==> config.mk <==
export PLATFORM = sky130hd
export DESIGN_NAME = swc_top
export DESIGN_NICKNAME = d
export VERILOG_FILES = /design/src/swc_pkg.sv /design/src/swc_top.sv
export SDC_FILE = /design/constraint.sdc
export NUM_CORES = 1
export LEC_CHECK = 0
export BUFFER_PORTS_ARGS = -buffer_cell sky130_fd_sc_hd__buf_2
export CAP_MARGIN = 30
export CORE_ASPECT_RATIO = 0.5
export CORE_UTILIZATION = 44
export DETAILED_ROUTE_END_ITERATION = 8
export PLACE_DENSITY = 0.76
export SYNTH_ARGS = -nofsm -noshare
export SYNTH_HDL_FRONTEND = slang
export SYNTH_SLANG_ARGS = --single-unit
export TNS_END_PERCENT = 50
==> constraint.sdc <==
create_clock -name clk_i -period 2.6 [get_ports clk_i]
set_input_delay 0 -clock clk_i [delete_from_list [all_inputs] [get_ports clk_i]]
set_output_delay 0 -clock clk_i [all_outputs]
set_load 0.05 [all_outputs]
==> src/swc_pkg.sv <==
// ---------------------------------------------------------------------------
// Shared constants of the stop-wake and watchdog controller.
// ---------------------------------------------------------------------------
package swc_pkg;

  // Register indices; the byte address is four times the index.
  localparam logic [9:0] SWC_IDX_SMR = 10'h00B;
  localparam logic [9:0] SWC_IDX_LVD = 10'h00C;
  localparam logic [9:0] SWC_IDX_STOP_WAKE_CONFIG_SECOND = 10'h00D;
  localparam logic [9:0] SWC_IDX_WATCHDOG_MODE_CONFIG = 10'h00F;

  // Field positions of the stop-wake registers.
  localparam int SWC_SRC_LSB = 2;
  localparam int SWC_SRC_MSB = 4;
  localparam int SWC_DLY_BIT = 5;
  localparam int SWC_LVL_BIT = 6;
  localparam int SWC_FLAG_BIT = 7;

  // Field positions of the watchdog mode and voltage registers.
  localparam int SWC_WD_TSEL_LSB = 0;
  localparam int SWC_WD_TSEL_MSB = 1;
  localparam int SWC_WD_HALT_BIT = 2;
  localparam int SWC_WD_STOP_BIT = 3;
  localparam int SWC_LVD_EN_BIT = 0;
  localparam int SWC_LVD_LOW_BIT = 1;
  localparam int SWC_LVD_HIGH_BIT = 2;

  // Reset values.
  localparam logic [2:0] SWC_SRC_RST = 3'h0;
  localparam logic SWC_DLY_RST = 1'b1;
  localparam logic SWC_LVL_RST = 1'b0;
  localparam logic [1:0] SWC_WD_TSEL_RST = 2'h0;
  localparam logic SWC_WD_HALT_RST = 1'b1;
  localparam logic SWC_WD_STOP_RST = 1'b1;
  localparam logic SWC_LVD_EN_RST = 1'b0;

  // Timing: clock rate, power-on delay, write window and watchdog taps.
  localparam int SWC_CLK_HZ = 25_000_000;
  localparam int SWC_POR_DELAY_US = 2500;
  localparam int SWC_POR_DELAY_CYC =
    (SWC_POR_DELAY_US * (SWC_CLK_HZ / 1_000_000));
  localparam int SWC_WR_WINDOW_CYC = 60;
  localparam int SWC_WAKE_HOLD_CYC = 10;
  localparam int SWC_WD_MS0 = 5;
  localparam int SWC_WD_MS1 = 10;
  localparam int SWC_WD_MS2 = 20;
  localparam int SWC_WD_MS3 = 80;
  localparam logic [15:0] SWC_RESTART_ADDR = 16'h000C;

  // Bus answers.
  localparam logic [1:0] SWC_RESP_OKAY = 2'h0;
  localparam logic [1:0] SWC_RESP_SLVERR = 2'h2;

  // Sequencer states.
  typedef enum logic [1:0] {
    SWC_ST_POR,
    SWC_ST_RUN,
    SWC_ST_STOP
  } swc_state_t;

endpackage

==> src/swc_top.sv <==
`timescale 1ns/1ps
module swc_top
  import swc_pkg::*;
#(
  parameter int POR_CYC = SWC_POR_DELAY_CYC,
  parameter int RC_HZ = 32000
) (
  input wire logic clk_i,                // System clock.
  input wire logic rst_i,                // Power-on reset, high.
  input wire logic [11:0] s_axi_awaddr,  // Write address.
  input wire logic s_axi_awvalid,        // Write address valid.
  output logic s_axi_awready,            // Write address ready.
  input wire logic [31:0] s_axi_wdata,   // Write data.
  input wire logic [3:0] s_axi_wstrb,    // Write strobes.
  input wire logic s_axi_wvalid,         // Write data valid.
  output logic s_axi_wready,             // Write data ready.
  output logic [1:0] s_axi_bresp,        // Write response.
  output logic s_axi_bvalid,             // Write response valid.
  input wire logic s_axi_bready,         // Write response ready.
  input wire logic [11:0] s_axi_araddr,  // Read address.
  input wire logic s_axi_arvalid,        // Read address valid.
  output logic s_axi_arready,            // Read address ready.
  output logic [31:0] s_axi_rdata,       // Read data.
  output logic [1:0] s_axi_rresp,        // Read response.
  output logic s_axi_rvalid,             // Read data valid.
  input wire logic s_axi_rready,         // Read data ready.
  input wire logic [7:0] port0_i,        // Port 0 pin levels.
  input wire logic [7:0] port2_i,        // Port 2 pin levels.
  input wire logic [7:0] port3_i,        // Port 3 pin levels.
  input wire logic [7:0] port0_out_i,    // Port 0 bits set as outputs.
  input wire logic [7:0] port2_out_i,    // Port 2 bits set as outputs.
  input wire logic [7:0] port3_out_i,    // Port 3 bits set as outputs.
  input wire logic stop_req_i,           // Processor enters stop, pulse.
  input wire logic halt_i,               // Processor is halted, level.
  input wire logic wdt_kick_i,           // Watchdog instruction, pulse.
  input wire logic rc_tick_i,            // RC oscillator tick, pulse.
  input wire logic wdt_otp_i,            // Watchdog runs from power-on.
  input wire logic brownout_i,           // Supply below brownout level.
  input wire logic supply_low_i,         // Supply below low threshold.
  input wire logic supply_high_i,        // Supply above high threshold.
  input wire logic interrupt_request_five_clr_i,           // Clear request five, pulse.
  output logic cpu_reset_o,              // Processor held in reset.
  output logic cpu_run_o,                // Processor may execute.
  output logic [15:0] restart_addr_o,    // Restart address.
  output logic interrupt_request_five_o                    // Interrupt request five.
);

  // ---------------------------------------------------------------------------
  // Derived counts
  // ---------------------------------------------------------------------------
  localparam int WD0 = (SWC_WD_MS0 * RC_HZ + 999) / 1000;
  localparam int WD1 = (SWC_WD_MS1 * RC_HZ + 999) / 1000;
  localparam int WD2 = (SWC_WD_MS2 * RC_HZ + 999) / 1000;
  localparam int WD3 = (SWC_WD_MS3 * RC_HZ + 999) / 1000;
  localparam int PW = $clog2(POR_CYC + 1);
  localparam int WW = $clog2(WD3 + 1);

  swc_state_t state_reg, state_next;
  logic [PW-1:0] por_cnt_reg;
  logic [6:0] win_cnt_reg;
  logic [WW-1:0] wd_cnt_reg;
  logic wd_en_reg;
  logic [2:0] src1_reg, src2_reg;
  logic dly_reg, lvl1_reg, lvl2_reg, warm_reg;
  logic [1:0] tsel_reg;
  logic wd_halt_reg, wd_stop_reg, lvd_en_reg, interrupt_request_five_reg;
  logic [11:0] awaddr_reg;
  logic [31:0] wdata_reg;
  logic [3:0] wstrb_reg;
  logic aw_full_reg, w_full_reg;

  // ---------------------------------------------------------------------------
  // Bus decode
  // ---------------------------------------------------------------------------
  // Address and data are latched separately; the write fires when both held.
  wire do_write = aw_full_reg && w_full_reg && !s_axi_bvalid;
  wire [9:0] widx = awaddr_reg[11:2];
  wire [9:0] ridx = s_axi_araddr[11:2];
  wire lane0 = wstrb_reg[0];
  wire wr_smr = do_write && lane0 && (widx == SWC_IDX_SMR);
  wire wr_stop_wake_config_second = do_write && lane0 && (widx == SWC_IDX_STOP_WAKE_CONFIG_SECOND);
  wire wr_lvd = do_write && lane0 && (widx == SWC_IDX_LVD);
  wire in_window = (state_reg == SWC_ST_RUN) &&
                   (win_cnt_reg < 7'(SWC_WR_WINDOW_CYC));
  wire wr_watchdog_mode_config = do_write && lane0 && (widx == SWC_IDX_WATCHDOG_MODE_CONFIG) &&
                  in_window;
  wire w_mapped = (widx == SWC_IDX_SMR) || (widx == SWC_IDX_STOP_WAKE_CONFIG_SECOND) ||
                  (widx == SWC_IDX_LVD) || (widx == SWC_IDX_WATCHDOG_MODE_CONFIG);
  wire r_mapped = (ridx == SWC_IDX_SMR) || (ridx == SWC_IDX_STOP_WAKE_CONFIG_SECOND) ||
                  (ridx == SWC_IDX_LVD) || (ridx == SWC_IDX_WATCHDOG_MODE_CONFIG);
  wire rd_take = s_axi_arvalid && s_axi_arready;

  assign s_axi_awready = !aw_full_reg;
  assign s_axi_wready = !w_full_reg;
  assign s_axi_arready = !s_axi_rvalid;

  // ---------------------------------------------------------------------------
  // Wake equations
  // ---------------------------------------------------------------------------
  // Output pins are forced to the neutral level of the gate they feed.
  wire [7:0] p2_nor = port2_i & ~port2_out_i;
  wire [7:0] p2_nand = port2_i | port2_out_i;
  wire [2:0] p3_nor = port3_i[3:1] & ~port3_out_i[3:1];
  wire [2:0] p3_nand = port3_i[3:1] | port3_out_i[3:1];
  wire [1:0] p0_nor = {port0_i[7], port0_i[0]} &
                      ~{port0_out_i[7], port0_out_i[0]};
  wire [1:0] p0_nand = {port0_i[7], port0_i[0]} |
                       {port0_out_i[7], port0_out_i[0]};
  logic src1_val, src1_on, src2_val, src2_on;

  // First register source; a single pin counts only while it is an input.
  always_comb begin
    src1_on = 1'b1;
    unique case (src1_reg)
      3'h2: src1_val = p3_nor[0];
      3'h3: src1_val = p3_nor[1];
      3'h4: src1_val = p3_nor[2];
      3'h5: src1_val = p2_nor[7];
      3'h6: src1_val = ~|p2_nor[3:0];
      3'h7: src1_val = ~|p2_nor;
      default: begin
        src1_val = 1'b0;
        src1_on = 1'b0;
      end
    endcase
    if ((src1_reg >= 3'h2) && (src1_reg <= 3'h4)) begin
      src1_on = !port3_out_i[src1_reg - 3'h1];
    end else if (src1_reg == 3'h5) begin
      src1_on = !port2_out_i[7];
    end
  end

  // Second register source.
  always_comb begin
    src2_on = (src2_reg != 3'h0);
    unique case (src2_reg)
      3'h1: src2_val = ~&p2_nand[3:0];
      3'h2: src2_val = ~&p2_nand;
      3'h3: src2_val = ~|p3_nor;
      3'h4: src2_val = ~&p3_nand;
      3'h5: src2_val = ~|{p3_nor, p0_nor};
      3'h6: src2_val = ~&{p3_nand, p0_nand};
      3'h7: src2_val = ~&{p3_nand, p2_nand[2:0]};
      default: src2_val = 1'b0;
    endcase
  end

  wire wake1 = src1_on && (src1_val == lvl1_reg);
  wire wake2 = src2_on && (src2_val == lvl2_reg);
  wire wake_any = wake1 || wake2;
  wire stop_wake = (state_reg == SWC_ST_STOP) && wake_any;

  // ---------------------------------------------------------------------------
  // Watchdog
  // ---------------------------------------------------------------------------
  logic [WW-1:0] wd_limit;
  always_comb begin
    unique case (tsel_reg)
      2'h0: wd_limit = WW'(WD0);
      2'h1: wd_limit = WW'(WD1);
      2'h2: wd_limit = WW'(WD2);
      default: wd_limit = WW'(WD3);
    endcase
  end

  wire wd_paused = (halt_i && !wd_halt_reg) ||
                   ((state_reg == SWC_ST_STOP) && !wd_stop_reg);
  wire wd_count = wd_en_reg && rc_tick_i && !wd_paused &&
                  (state_reg != SWC_ST_POR);
  wire wd_expire = wd_count && (wd_cnt_reg >= wd_limit - WW'(1));

  // Enabled once by the instruction or the option; each kick restarts it.
  always_ff @(posedge clk_i) begin
    if (rst_i) begin
      wd_en_reg <= 1'b0;
      wd_cnt_reg <= '0;
    end else begin
      if (state_reg == SWC_ST_POR && por_cnt_reg == '0) begin
        wd_en_reg <= wdt_otp_i;
      end else if (wdt_kick_i) begin
        wd_en_reg <= 1'b1;
      end
      if (wdt_kick_i || wd_expire || state_reg == SWC_ST_POR) begin
        wd_cnt_reg <= '0;
      end else if (wd_count) begin
        wd_cnt_reg <= wd_cnt_reg + WW'(1);
      end
    end
  end

  // ---------------------------------------------------------------------------
  // Sequencer
  // ---------------------------------------------------------------------------
  always_comb begin
    state_next = state_reg;
    unique case (state_reg)
      SWC_ST_POR: if (!brownout_i && por_cnt_reg == PW'(POR_CYC)) begin
        state_next = SWC_ST_RUN;
      end
      SWC_ST_RUN: if (stop_req_i) begin
        state_next = SWC_ST_STOP;
      end
      SWC_ST_STOP: if (stop_wake) begin
        state_next = dly_reg ? SWC_ST_POR : SWC_ST_RUN;
      end
    endcase
    if (brownout_i || wd_expire) begin
      state_next = SWC_ST_POR;
    end
  end

  // State, power-on delay and write window counters.
  always_ff @(posedge clk_i) begin
    if (rst_i) begin
      state_reg <= SWC_ST_POR;
      por_cnt_reg <= '0;
      win_cnt_reg <= '0;
    end else begin
      state_reg <= state_next;
      if (brownout_i || state_next != SWC_ST_POR ||
          state_reg != SWC_ST_POR) begin
        por_cnt_reg <= '0;
      end else begin
        por_cnt_reg <= por_cnt_reg + PW'(1);
      end
      if (state_reg != SWC_ST_RUN) begin
        win_cnt_reg <= '0;
      end else if (win_cnt_reg < 7'(SWC_WR_WINDOW_CYC)) begin
        win_cnt_reg <= win_cnt_reg + 7'h01;
      end
    end
  end

  assign cpu_reset_o = (state_reg == SWC_ST_POR);
  assign cpu_run_o = (state_reg == SWC_ST_RUN);

  // ---------------------------------------------------------------------------
  // Control registers
  // ---------------------------------------------------------------------------
  // Only defined fields are stored, so reserved bits never act.
  always_ff @(posedge clk_i) begin
    if (rst_i) begin
      src1_reg <= SWC_SRC_RST;
      dly_reg <= SWC_DLY_RST;
      lvl1_reg <= SWC_LVL_RST;
      src2_reg <= SWC_SRC_RST;
      lvl2_reg <= SWC_LVL_RST;
      tsel_reg <= SWC_WD_TSEL_RST;
      wd_halt_reg <= SWC_WD_HALT_RST;
      wd_stop_reg <= SWC_WD_STOP_RST;
      lvd_en_reg <= SWC_LVD_EN_RST;
      warm_reg <= 1'b0;
      restart_addr_o <= SWC_RESTART_ADDR;
    end else begin
      if (wr_smr) begin
        src1_reg <= wdata_reg[SWC_SRC_MSB:SWC_SRC_LSB];
        dly_reg <= wdata_reg[SWC_DLY_BIT];
        lvl1_reg <= wdata_reg[SWC_LVL_BIT];
      end
      if (wr_stop_wake_config_second) begin
        src2_reg <= wdata_reg[SWC_SRC_MSB:SWC_SRC_LSB];
        lvl2_reg <= wdata_reg[SWC_LVL_BIT];
      end
      if (wr_watchdog_mode_config) begin
        tsel_reg <= wdata_reg[SWC_WD_TSEL_MSB:SWC_WD_TSEL_LSB];
        wd_halt_reg <= wdata_reg[SWC_WD_HALT_BIT];
        wd_stop_reg <= wdata_reg[SWC_WD_STOP_BIT];
      end
      if (wr_lvd) begin
        lvd_en_reg <= wdata_reg[SWC_LVD_EN_BIT];
      end
      if (stop_wake) begin
        warm_reg <= 1'b1;
      end else if (brownout_i || wd_expire) begin
        warm_reg <= 1'b0;
      end
      restart_addr_o <= SWC_RESTART_ADDR;
    end
  end

  // ---------------------------------------------------------------------------
  // Voltage detection
  // ---------------------------------------------------------------------------
  wire vd_live = lvd_en_reg && (state_reg != SWC_ST_STOP);
  wire low_flag = vd_live && supply_low_i;
  wire high_flag = vd_live && supply_high_i;

  // The request is sticky; a new low reading wins over a clear.
  always_ff @(posedge clk_i) begin
    if (rst_i) begin
      interrupt_request_five_reg <= 1'b0;
    end else if (low_flag) begin
      interrupt_request_five_reg <= 1'b1;
    end else if (interrupt_request_five_clr_i) begin
      interrupt_request_five_reg <= 1'b0;
    end
  end
  assign interrupt_request_five_o = interrupt_request_five_reg;

  // ---------------------------------------------------------------------------
  // Bus channels
  // ---------------------------------------------------------------------------
  logic [31:0] rdata_next;
  always_comb begin
    rdata_next = 32'h0000_0000;
    if (ridx == SWC_IDX_SMR) begin
      rdata_next[SWC_FLAG_BIT] = warm_reg;
    end else if (ridx == SWC_IDX_LVD) begin
      rdata_next[SWC_LVD_EN_BIT] = lvd_en_reg;
      rdata_next[SWC_LVD_LOW_BIT] = low_flag;
      rdata_next[SWC_LVD_HIGH_BIT] = high_flag;
    end
    // The watchdog mode and second wake registers read as zero.
  end

  // Write address and data holding, and the write answer.
  always_ff @(posedge clk_i) begin
    if (rst_i) begin
      aw_full_reg <= 1'b0;
      w_full_reg <= 1'b0;
      awaddr_reg <= 12'h000;
      wdata_reg <= 32'h0000_0000;
      wstrb_reg <= 4'h0;
      s_axi_bvalid <= 1'b0;
      s_axi_bresp <= SWC_RESP_OKAY;
    end else begin
      if (s_axi_awvalid && s_axi_awready) begin
        aw_full_reg <= 1'b1;
        awaddr_reg <= s_axi_awaddr;
      end
      if (s_axi_wvalid && s_axi_wready) begin
        w_full_reg <= 1'b1;
        wdata_reg <= s_axi_wdata;
        wstrb_reg <= s_axi_wstrb;
      end
      if (do_write) begin
        aw_full_reg <= 1'b0;
        w_full_reg <= 1'b0;
        s_axi_bvalid <= 1'b1;
        s_axi_bresp <= w_mapped ? SWC_RESP_OKAY : SWC_RESP_SLVERR;
      end else if (s_axi_bvalid && s_axi_bready) begin
        s_axi_bvalid <= 1'b0;
      end
    end
  end

  // Read answer, one cycle after the address is taken.
  always_ff @(posedge clk_i) begin
    if (rst_i) begin
      s_axi_rvalid <= 1'b0;
      s_axi_rdata <= 32'h0000_0000;
      s_axi_rresp <= SWC_RESP_OKAY;
    end else if (rd_take) begin
      s_axi_rvalid <= 1'b1;
      s_axi_rdata <= rdata_next;
      s_axi_rresp <= r_mapped ? SWC_RESP_OKAY : SWC_RESP_SLVERR;
    end else if (s_axi_rready) begin
      s_axi_rvalid <= 1'b0;
    end
  end
endmodule

==> flow_metrics.tcl <==
set metrics [dict create \
    drt_wl_total_um 11600 \
    crit_fanout 6 \
    core_area_um2 10200 \
    yosysSeqAreaShare_pct 35.5 \
    worstSetupPathType "flop to flop" \
    fin_ws_ps -56.3 \
    fin_crit_sh_pct 102 \
    drt_first_pass_iters 4 \
    post-route-util_pct 59.4 \
    hold_viol 0 \
    initialDrtViolationCount 245 \
    power_frac_comb_pct 14.2 \
    power_w 0.00295 \
    synth_top_area_share_pct 35.5 \
    start_kind "flop" \
    diodes 0 \
    holdWs_ps 55.1 \
    start_util_pct 45.2 \
    slew-limit-headroom_pct 52.0 \
    clock_skew_ps 7.35 \
    rrSetupSlack_ps -60 \
    grt_max_degree 37 \
    fillers 869 \
    cap_violations 0 \
    clkSinkCount 82 \
    nets 854 \
    synth_edf_count 0 \
    synth.distinct_cells 64 \
    rsz0062_at_grt "yes" \
    ctsHtreeMaxLevel 3 \
    layout_min_cycle_time_ps 2660 \
    dp_hpwl_um 7630 \
    internal_power_w 0.00209 \
    worstMarginPinSlew_ps 719 \
    crit_end "wd_cnt_reg[6]" \
    antenna_left 0 \
    grt_pass1_vias 3994 \
    syn_inst 555 \
    cts-buffers-inserted 9 \
    violations "setup timing" \
    fmax_ghz 0.376 \
    netlist_top_cells_area "dfxtp_1, buf_4, ha_1" \
    crit_required_ps 2880 \
    p_per_area_nw_per_um2 486 \
    syn_to_final_growth_pct 31.2 \
    die_w_um 147 \
    crit_start "tsel_reg[0]" \
    ys.flop_type "dfxtp_1" \
    tritoncts "yes" \
    fin_tns_setup_ps -215 \
    grt_usage_pct 20.8 \
    largest_register_ff_count 16 \
    peakVddDrop_mv 0.331 \
    synthArstFlopShare_pct 0 \
    synthesis.area_um2 4620 \
    io_pins 184 \
    drc_errors 0 \
    root_buffer "clkbuf_16" \
    worst_setup_path_end_kind "flop" \
    grt_pass1_wl_um 18000 \
    overflow 0 \
    yosysWarnings 0 \
    cts.clk_slew.worst_paths_ps 70 \
    viasPerCell 5.18 \
    p_seq_share_pct 44.2 \
    cts.path.max_buffers 2 \
    reg2reg_from "tsel_reg[0]" \
    placementRows 26 \
    antenna_found_initial 0 \
    p_sw_w 0.000855 \
    dieArea_um2 10900 \
    via_count 4411 \
    gp_congestion 0.849 \
    report.final.slew_viol_count 0 \
    synthMostInstantiatedCell "dfxtp_1" \
    wl_per_cell_um 13.6 \
    p_leak_nw 2.60 \
    yosys.area.top_type "dfxtp_1" \
    synth-seq-cells 82 \
    portBuffers 88 \
    reg2reg_to "wd_cnt_reg[6]" \
    status "finished, violations left" \
    min-delay-start "wdt_kick_i" \
    drive_above_1_share_pct 24.9 \
    arrival_ps 2940 \
    avgSynthCellArea_um2 8.33 \
    setup_viol 6 \
    reg2reg_depth 11 \
    hold_class "primary input to flop" \
    clkLatencyLatePin_ps 350 \
    synthTopCellsByCount "dfxtp_1, nand2_1, nor2_1" \
    holdPathStages 3 \
    clock_power_share_pct 41.6 \
    fp.dieH_um 74.5 \
    netSwitchingFraction_pct 29.0 \
]
routing by layer:
layer  part of all wire [%]  up-vias  GRT usage, %
met5                      0        -             0
met4                    1.7        0          9.85
met3                    5.0       23          5.34
met2                     51      137          37.2
met1                     43     2101          23.9
li1                       -     2150             -
placed cells by master (no fill, tap or decap), drive strengths merged, types with 9 or more instances in the layout:
cell type	synthesis	routed
nor2	63	63
nor2b	10	10
nand3	11	11
xor2	18	18
mux2i	26	26
nor3	31	31
nand4	9	9
dfxtp	82	82
dlygate4sd3	0	30
xnor2	12	12
clkbuf	9	10
buf	50	124
a21oi	20	20
nand2	68	68
inv	30	32
conb	2	47
ha	23	23
cell families (layout without fill, tap and decap cells):
group	Yosys count	count (layout)	share of synthesized area [%]
flops	82	82	35.5
fa+ha+maj	23	23	6.23
xor+xnor	30	30	5.68
compound gates	76	76	11.8
simple gates	225	226	23.3
buf+inv	89	200	11.0
other cells	2	47	0.162
mux	28	28	6.36
power by group through the flow:
stage / Sequential, W / Combinational [W] / Clock, W
after CTS: 0.00130 / 0.000405 / 0.00125
after global placement: 0.00133 / 0.000364 / 0
after detailed placement: 0.00133 / 0.000370 / 0
final: 0.00130 / 0.000419 / 0.00123
after global routing: 0.00130 / 0.000446 / 0.00130
after floorplan: 0.00134 / 0.000309 / 0
worst max-delay path: stages, from the launching register on:
cell       delay, ps
dfxtp_4          380
inv_4             50
ha_4             160
xor2_2           140
ha_2             170
a211o_1          290
a311o_1          290
o2111ai_2         80
a21boi_2         110
buf_6            150
or4_4            630
nor2_2           130
metrics by stage:
| stage | std cells | cell area [um2] | setup slack, ps |
|---|---|---|---|
| 2_1_floorplan | 600 | 4820 | 15.7 |
| 3_3_place_gp | 805 | 5330 | -38.7 |
| 3_5_place_dp | 805 | 5330 | -73.0 |
| 4_1_cts | 851 | 5950 | -34.7 |
| 5_1_grt | 852 | 6060 | -159 |
| 6_report | 852 | 6060 | -56.3 |
worst min path at each step:
stage | endpoint | slack [ps]
finish | wd_cnt_reg[7] | 60
global route | wd_cnt_reg[7] | 50
CTS | wd_en_reg | 30
detailed placement | s_axi_rvalid | 200
global placement | s_axi_rvalid | 200
floorplan | state_reg[1] | 80
what timing repair did:
item,CTS,global route
hold buffers,30,0
endpoints found under the setup margin,29,29
gates cloned,0,1
buffers inserted,0,1
hold endpoints to repair,30,0
pin swaps,1,16
gates resized for setup,8,26
layout make-up:
type,instances,area (um2),share of cell area [%]
clock buffer,10,239,3.94
clock inverter,6,50.0,0.825
inverter,30,115,1.90
multi-input combinational,430,2800,46.1
sequential,82,1650,27.2
tap,140,175,2.89
timing repair buffer,154,1040,17.1
No activity file was read; power rests on OpenSTA's default activity.
